<file path="config.mk">
export PLATFORM = sky130hd
export DESIGN_NAME = csf_status_reg
export DESIGN_NICKNAME = d
export VERILOG_FILES = /design/src/rtl/csf_pkg.sv /design/src/rtl/csf_flag_calc.sv /design/src/rtl/csf_status_reg.sv
export SDC_FILE = /design/constraint.sdc
export NUM_CORES = 1
export LEC_CHECK = 0
export BUFFER_PORTS_ARGS = -buffer_cell sky130_fd_sc_hd__buf_2
export CORE_MARGIN = 2
export CORE_UTILIZATION = 40
export DETAILED_ROUTE_END_ITERATION = 10
export PLACE_DENSITY = 0.8
export SYNTH_ARGS = -nofsm -noshare
export SYNTH_HDL_FRONTEND = slang
export SYNTH_SLANG_ARGS = --single-unit
</file>
<file path="constraint.sdc">
create_clock -name clk -period 3.4 [get_ports clk]
set_input_delay 0.68 -clock clk [delete_from_list [all_inputs] [get_ports clk]]
set_output_delay 0.68 -clock clk [all_outputs]
set_load 0.02 [all_outputs]
</file>
<file path="src/rtl/csf_pkg.sv">
package csf_pkg;
    // ========================================
    // register map and field layout
    localparam logic [7:0] CSF_FLAGS_ADDR  = 8'h0a;
    localparam int         CSF_WIDTH       = 8;
    localparam int         CSF_CARRY_BIT   = 0;
    localparam int         CSF_NIBBLE_BIT  = 1;
    localparam int         CSF_ZERO_BIT    = 2;
    localparam int         CSF_WRAP_BIT    = 3;
    localparam int         CSF_SLEEP_BIT   = 4;
    localparam int         CSF_WDOG_BIT    = 5;
    localparam logic [7:0] CSF_ARITH_MASK  = 8'h0f;
    localparam logic [7:0] CSF_RESET_VAL   = 8'h00;
    localparam logic [3:0] CSF_NIBBLE_ZERO = 4'h0;
    localparam logic [7:0] CSF_BYTE_ZERO   = 8'h00;

    // ========================================
    // alu operation select
    typedef enum logic [3:0] {
        CSF_OP_NONE  = 4'h0,
        CSF_OP_ADD   = 4'h1,
        CSF_OP_ADC   = 4'h2,
        CSF_OP_SUB   = 4'h3,
        CSF_OP_SBC   = 4'h4,
        CSF_OP_LOGIC = 4'h5,
        CSF_OP_RLC   = 4'h6,
        CSF_OP_RRC   = 4'h7
    } csf_op_t;
endpackage

</file>
<file path="src/rtl/csf_flag_calc.sv">
`timescale 1ns/1ns
module csf_flag_calc
    import csf_pkg::*;
(
    // operands
    input  wire logic [7:0] a,
    input  wire logic [7:0] b,
    input  wire csf_op_t    op,
    input  wire logic       carry_in,
    // results
    output logic [7:0]      result,
    output logic            carry_out,
    output logic            nibble_out,
    output logic            wrap_out,
    output logic            arith_op,
    output logic            rot_op
);
    // ========================================
    // combinational flag generation
    logic [4:0] lo_sum;
    logic [8:0] full_sum;
    logic [7:0] low7_sum;
    logic [7:0] bb;
    logic       cin;
    logic       sub;

    always_comb begin
        sub        = (op == CSF_OP_SUB) || (op == CSF_OP_SBC);
        bb         = sub ? ~b : b;
        // subtract is add of complement; carry in 1 means no borrow
        case (op)
            CSF_OP_SUB: cin = 1'b1;
            CSF_OP_ADC: cin = carry_in;
            CSF_OP_SBC: cin = carry_in;
            default:    cin = 1'b0;
        endcase
        lo_sum     = {1'b0, a[3:0]} + {1'b0, bb[3:0]} + {4'h0, cin};
        full_sum   = {1'b0, a} + {1'b0, bb} + {8'h00, cin};
        low7_sum   = {1'b0, a[6:0]} + {1'b0, bb[6:0]} + {7'h00, cin};
        arith_op   = (op == CSF_OP_ADD) || (op == CSF_OP_ADC) || sub;
        rot_op     = (op == CSF_OP_RLC) || (op == CSF_OP_RRC);
        carry_out  = full_sum[8];
        nibble_out = lo_sum[4];
        wrap_out   = full_sum[8] ^ low7_sum[7];
        case (op)
            CSF_OP_LOGIC: result = a;
            CSF_OP_RLC:   result = {a[6:0], carry_in};
            CSF_OP_RRC:   result = {carry_in, a[7:1]};
            default:      result = full_sum[7:0];
        endcase
        if (op == CSF_OP_RLC) begin
            carry_out = a[7];
        end else if (op == CSF_OP_RRC) begin
            carry_out = a[0];
        end
    end
endmodule

</file>
<file path="src/rtl/csf_status_reg.sv">
`timescale 1ns/1ns
module csf_status_reg
    import csf_pkg::*;
(
    // clock and reset
    input  wire logic       clk,
    input  wire logic       rst_n,
    // alu request
    input  wire csf_op_t    alu_op,
    input  wire logic [7:0] alu_a,
    input  wire logic [7:0] alu_b,
    // data memory access
    input  wire logic [7:0] mem_addr,
    input  wire logic       mem_wr,
    input  wire logic [7:0] mem_wdata,
    // core events
    input  wire logic       watchdog_clear_instruction,
    input  wire logic       sleep_instruction,
    input  wire logic       watchdog_expired,
    // outputs
    output logic [7:0]      alu_result,
    output logic [7:0]      mem_rdata,
    output logic [7:0]      processor_flags
);
    // ========================================
    // flag calculator
    logic [7:0] res;
    logic       c_o;
    logic       n_o;
    logic       w_o;
    logic       ar;
    logic       ro;
    logic [7:0] flags_r;
    logic [7:0] flags_nxt;
    logic [7:0] res_r;
    logic [7:0] res_nxt;
    logic [7:0] rd_r;
    logic [7:0] rd_nxt;
    logic       hit;

    csf_flag_calc u_calc (
        .a          (alu_a),
        .b          (alu_b),
        .op         (alu_op),
        .carry_in   (flags_r[CSF_CARRY_BIT]),
        .result     (res),
        .carry_out  (c_o),
        .nibble_out (n_o),
        .wrap_out   (w_o),
        .arith_op   (ar),
        .rot_op     (ro)
    );

    // ========================================
    // next flag values; only the program counter is stacked elsewhere,
    // so nothing here saves or restores the flags on call or interrupt
    always_comb begin
        hit       = mem_wr && (mem_addr == CSF_FLAGS_ADDR);
        flags_nxt = flags_r;
        res_nxt   = res;
        // software write touches only arithmetic flags
        if (hit) begin
            flags_nxt = (flags_r & ~CSF_ARITH_MASK) | (mem_wdata & CSF_ARITH_MASK);
        end
        if (ar) begin
            flags_nxt[CSF_CARRY_BIT]  = c_o;
            flags_nxt[CSF_NIBBLE_BIT] = n_o;
            flags_nxt[CSF_WRAP_BIT]   = w_o;
        end
        if (ro) begin
            flags_nxt[CSF_CARRY_BIT] = c_o;
        end
        if (alu_op != CSF_OP_NONE && !ro) begin
            flags_nxt[CSF_ZERO_BIT] = (res == CSF_BYTE_ZERO);
        end
        // sleep and watchdog flags, expiry wins over clears
        if (watchdog_clear_instruction) begin
            flags_nxt[CSF_SLEEP_BIT] = 1'b0;
            flags_nxt[CSF_WDOG_BIT]  = 1'b0;
        end
        if (sleep_instruction) begin
            flags_nxt[CSF_SLEEP_BIT] = 1'b1;
            flags_nxt[CSF_WDOG_BIT]  = 1'b0;
        end
        if (watchdog_expired) begin
            flags_nxt[CSF_WDOG_BIT] = 1'b1;
        end
        flags_nxt[7:6] = 2'b00;
        rd_nxt = (mem_addr == CSF_FLAGS_ADDR) ? flags_r : CSF_BYTE_ZERO;
    end

    // registers, cleared on power-up
    always_ff @(posedge clk or negedge rst_n) begin
        if (!rst_n) begin
            flags_r <= CSF_RESET_VAL;
            res_r   <= CSF_RESET_VAL;
            rd_r    <= CSF_RESET_VAL;
        end else begin
            flags_r <= flags_nxt;
            res_r   <= res_nxt;
            rd_r    <= rd_nxt;
        end
    end

    assign processor_flags = flags_r;
    assign alu_result      = res_r;
    assign mem_rdata       = rd_r;
endmodule

</file>
Word level (Yosys, flattened, before mapping):

Index checks and enable logic that the tools add are counted.

* bits in registers: 20
* output and inout port bits: 24
* logic and storage cells: 53

* add/sub/neg operators: 6
* equality and inequality tests: 8
* muxes and demuxes: 14
* bitwise logic cells: 3
* reduce and logical (&&, ||, !) cells: 15

Operators with widths (number)
* $pmux 8 s3: 1
* $eq 4x3->1 const B: 4
* $mux 6: 2
* $add 8x8->9: 1
* $add 9x1->9: 1
* $add 7x7->8: 1
* $add 8x1->8: 1
* $eq 4x2->1 const B: 2
* $eq 8x4->1 const B: 1
* $logic_not 8->1: 1
* $mux 8: 1
* $not 8->8: 1
* $reduce_bool 4->1: 2
* $mux 1: 6
* $mux 2: 3
* $or 6x4->6: 1
* $reduce_bool 3->1: 2
* $add 4x4->5: 1
* $add 5x1->5: 1
* $eq 4x1->1 const B: 1
* $logic_or 1x1->1: 4
* $reduce_bool 2->1: 2
* $logic_and 1x1->1: 2
* $pmux 1 s2: 1
* other kinds (3): 3

Depth between registers and ports, before layout:

* depth after elaboration: 9
* gate-level depth with buffers: 16

Cells and area by module:

A second synthesis with hierarchy kept.

* cells, all modules: 182
* area, all modules: 1650.3 um2

By module, submodules not included
* csf_flag_calc: cells an instance 120, area an instance 848.3 um2, sequential area each 0.0 um2, instances 1
* csf_status_reg: cells an instance 62, area an instance 802.0 um2, sequential area each 500.5 um2, instances 1

Least setup slack after synthesis:

No wires, ideal clock.

* kind: input-to-reg
* start point: input alu_op[0]
* end point: register flags_r[2], in the netlist processor_flags[2]
* setup slack: -0.554 ns
* data arrival time: 3.851 ns
* stages: 14
* cells stage by stage: buf_6 -> clkbuf_1 -> nand2_1 -> nor2_1 -> a21oi_1 -> nor2_2 -> xnor2_1 -> fa_1 -> inv_1 -> fa_1 -> o22a_1 -> or4_1 -> or3_1 -> o41ai_2

* longest elaborated chain between the ends: 8
* elaborated cells on any way between the ends: 20
* classes of those cells: add/sub (2); eq/ne (6); mux (4); reduce/logical (8)

Ends and longest elaborated chain
* start: declaration: line csf_status_reg.sv:9 `input wire csf_op_t alu_op,`
* $eq 4x2->1 / $eq 4x3->1 (equally long branches): line csf_flag_calc.sv:28, csf_flag_calc.sv:31
* $logic_or 1x1->1: line csf_flag_calc.sv:28 `sub = (op == CSF_OP_SUB) || (op == CSF_OP_SBC);`
* $mux 8: line csf_flag_calc.sv:29 `bb = sub ? ~b : b;`
* $add 8x8->9: line csf_flag_calc.sv:38 `full_sum = {1'b0, a} + {1'b0, bb} + {8'h00, cin};`
* $add 9x1->9: line csf_flag_calc.sv:38
* $pmux 8 s3 *: line csf_flag_calc.sv:45 `case (op)`
* named net res[1]: line csf_status_reg.sv:27 `logic [7:0] res;`
* $logic_not 8->1 *: line csf_status_reg.sv:74 `flags_nxt[CSF_ZERO_BIT] = (res == CSF_BYTE_ZERO);`
* $mux 1 *: line csf_status_reg.sv:73 `if (alu_op != CSF_OP_NONE && !ro) begin`
* end signal: assignment: line csf_status_reg.sv:99 `flags_r <= flags_nxt;`
* end: declaration: line csf_status_reg.sv:33 `logic [7:0] flags_r;`

The timed path passes the listed nets; every way through them passes the cells marked *.
A chain may end at the register's enable or synchronous reset.

Worst setup path in the final report:

* start point: input alu_op[1]
* end point: register flags_r[2], in the netlist processor_flags[2]

Same word-level chain as after synthesis.

==> summary.txt <==
Outcome
  • Status: complete, no violations

Synthesis
  • EDFF count, synth: 0
  • FF+latch count, synth: 20
  • Sequential cell area fraction in the yosys report: 32.0%
  • Synth async-reset ratio: 100%
  • Synthesized netlist cell count: 173
  • Mean Syn Cell Area: 9.05 µm²
  • Post-Syn Area: 1570 µm²
  • Netlist cell types: 48
  • Warning count from the yosys run: 0
  • Main flop type after synthesis: dfrtp_1

Cells and area
  • Post-route insts no fill: 289
  • Sequential Area: 500 µm²
  • Layout cells sized above 1: 36.5%
  • Total inserted antenna cells: 0
  • Synthesis-to-finish area growth: 30.6%
  • FILL cells: 353
  • Commonest non-fill, non-tap cell in the layout: buf_2
  • Layout net count: 293
  • Area of the multi-input gates: 1020 µm²
  • Most frequent cells in the layout: 57 x buf_2, 20 x dfrtp_1, 15 x nor2_1

Job
  • Max_cap viols: 0

Placed design
  • Placed cell count: 285
  • Gpl congestion: 0.839
  • DP HPWL: 3030 µm
  • # port buffers: 57

CTS
  • Post-CTS Hold Fix Bufs: 0
  • Clk slew on worst S/H paths: 0.07 ns
  • Post-CTS setup repair buffer count: 0
  • Clock sinks: 20
  • Cts bufs inserted: 3
  • Worst skew pair latency: 0.26 ns
  • CTS tree: built
  • Deepest level of the CTS H-tree: 1
  • Cell at the root of the clock tree: clkbuf_8
  • Clock Path Buffers: 2

Drt
  • Vias/cell: 5.17
  • DR vias: 1494
  • Initial drt markers: 58
  • Routed WL per cell: 12.3 µm
  • 1st-pass router iterations: 4
  • Routed wire length: 3560 µm
  • Routed Antenna Nets: 0
  • Post-route DRC: 0

Global routing
  • Largest net degree at the start of global routing: 22
  • Grt ovf: 0
  • Initial antenna violation count: 0
  • Total GRT Usage: 16.6%
  • Global-route wire length before repair: 5640 µm
  • Vias in the first global route: 1302

STA
  • Final clock skew: 0.00465 ns
  • Final Cycle Share: 96.0%
  • Measured slew at the worst slew-check pin: 0.539 ns
  • Final setup vio count: 0
  • Fmax: 307 MHz
  • Final Hold Fails: 0
  • TNS Setup: 0 ns
  • Slew Limit Fails: 0
  • Slew HR: 63.8%
  • RSZ-0062 raised after global routing: false
  • Final Critical Period: 3.26 ns

Critical path
  • Crit-path slowest cell: or4_1
  • Worst Path Required: 3.56 ns
  • Worst Path Arrival: 3.42 ns
  • Cells along the critical path: buf_2 -> nor2_2 -> buf_4 -> and3_1 -> o21bai_1 -> fa_2 -> inv_1 -> fa_1 -> xnor2_2 -> a22oi_1 -> or4_1 -> or3_1 -> o41ai_2
  • CP Launch Type: primary input
  • CP peak stage delay: 0.53 ns
  • Kind of critical path: primary input to register
  • CP Capture Type: register
  • Crit path max fanout: 4

Pwr
  • Sw Ratio: 35.5%
  • Power share of the clock group: 21.7%
  • PwrDens: 399 nW/µm²
  • Sequential cell fraction of total power: 35.6%
  • Maximum vdd drop: 0.000135 V
  • Combinational Power Share: 42.7%
  • Pint: 0.526 mW
  • LEAKAGE: 1.04 nW
  • P_sw: 0.290 mW

Floorplanning
  • Total die area: 4430 µm²
  • Die height: 66.6 µm
  • Core ar.: 3720 µm²
  • Chip width: 66.6 µm
  • Num ports: 66
  • Starting Density: 42.1%
  • Cell Rows: 22

Hold path
  • Hold Crit Class: primary input to async pin
## worst max-delay path, delay by kind of cell
kind	cells	cell delay, ns
buf+inv	3	0.29
fa+ha+maj	2	0.68
simple gates	4	1.08
xor+xnor	1	0.19
compound gates	3	0.50
## registers in the layout, summed over array words and instances (netlist names)
signal and flops:
processor_flags 6, mem_rdata 6, alu_result 8
## final timing paths
| check | cells past startpoint | slack, ns | endpoint | from |
|---|---|---|---|---|
| worst min-delay path | 1 | 0.35 | mem_rdata[0]$_DFF_PN0_ | rst_n |
| worst max register to register | 11 | 0.36 | processor_flags[2]$_DFFE_PN0P_ | processor_flags[0]$_DFFE_PN0P_ |
| max in group asynchronous | 1 | 2.76 | alu_result[7]$_DFF_PN0_ | rst_n |
| min in group clk | 1 | 0.50 | mem_rdata[1]$_DFF_PN0_ | processor_flags[1]$_DFFE_PN0P_ |
| worst max-delay path | 13 | 0.14 | processor_flags[2]$_DFFE_PN0P_ | alu_op[1] |
| worst min register to register | 1 | 0.50 | mem_rdata[1]$_DFF_PN0_ | processor_flags[1]$_DFFE_PN0P_ |
## synth_stat cells, types with 2 or more instances
cell | n | area (µm²)
mux2_1 | 2 | 22.5
mux2i_1 | 8 | 80.1
xnor2_1 | 2 | 17.5
buf_2 | 2 | 10.0
a21o_1 | 3 | 22.5
clkbuf_1 | 2 | 7.51
nand2b_1 | 5 | 31.3
nor2_1 | 16 | 60.1
nor2b_1 | 3 | 18.8
o21ai_0 | 8 | 40.0
nor3_1 | 6 | 30.0
a21oi_1 | 11 | 55.1
a211oi_1 | 2 | 15.0
inv_1 | 5 | 18.8
o221ai_1 | 2 | 17.5
a22oi_1 | 2 | 15.0
xor2_1 | 11 | 96.3
and2_1 | 5 | 31.3
or4_1 | 2 | 15.0
mux2_2 | 2 | 22.5
ha_1 | 7 | 87.6
buf_4 | 5 | 37.5
dfrtp_1 | 20 | 500
nor2_2 | 2 | 12.5
o21a_1 | 3 | 22.5
o22ai_1 | 4 | 25.0
fa_1 | 2 | 40.0
nand2_1 | 11 | 41.3
## timing repair
item / CTS / global route
resized for setup: 0 / 2
hold endpoints to repair: 0 / 0
setup endpoints to repair: 0 / 1
## power by group through the flow
stage,logic (mW),clock network [mW],registers (mW)
detailed placement,0.346,0,0.296
finish,0.348,0.177,0.290
global route,0.383,0.188,0.295
CTS,0.346,0.180,0.292
floorplan,0.180,0,0.339
global placement,0.336,0,0.295
## layout make-up
class                      count  share of cell area [%]
multi-input combinational    141                    49.9
sequential                    20                    24.5
timing repair buffer          71                    19.1
tap                           48                    2.94
clock buffer                   4                    2.69
inverter                       5                   0.918
## cell families after synthesis
logic type	after synthesis	share of synthesized area, %
fa+ha+maj	9	8.15
other cells	1	0.240
flops	20	32.0
xor+xnor	13	7.27
buf+inv	15	5.44
simple gates	57	18.9
compound gates	46	20.1
mux	12	7.99
## per-stage QoR
| step | power (mW) | hold slack (ns) | util, % | setup slack, ns | area (µm²) |
|---|---|---|---|---|---|
| finish | 0.816 | 0.345 | 55.0 | 0.138 | 2040 |
| global route | 0.865 | 0.384 | 55.0 | 0.0179 | 2040 |
| CTS | 0.818 | 0.356 | 54.7 | 0.0947 | 2030 |
| detailed placement | 0.642 | 0.486 | 53.3 | -0.161 | 1980 |
| global placement | 0.631 | 0.482 | 53.3 | -0.0975 | 1980 |
| floorplan | 0.519 | 0.384 | - | -0.259 | 1620 |
## metal layers
layer / global-route usage (%) / up-vias / wire length, µm
li1: - / 755 / -
met1: 20.4 / 677 / 1500
met2: 28.4 / 53 / 1750
met3: 3.04 / 9 / 247
met4: 7.14 / 0 / 75
met5: 0 / - / 0
Power figures use the tool's default switching activity.
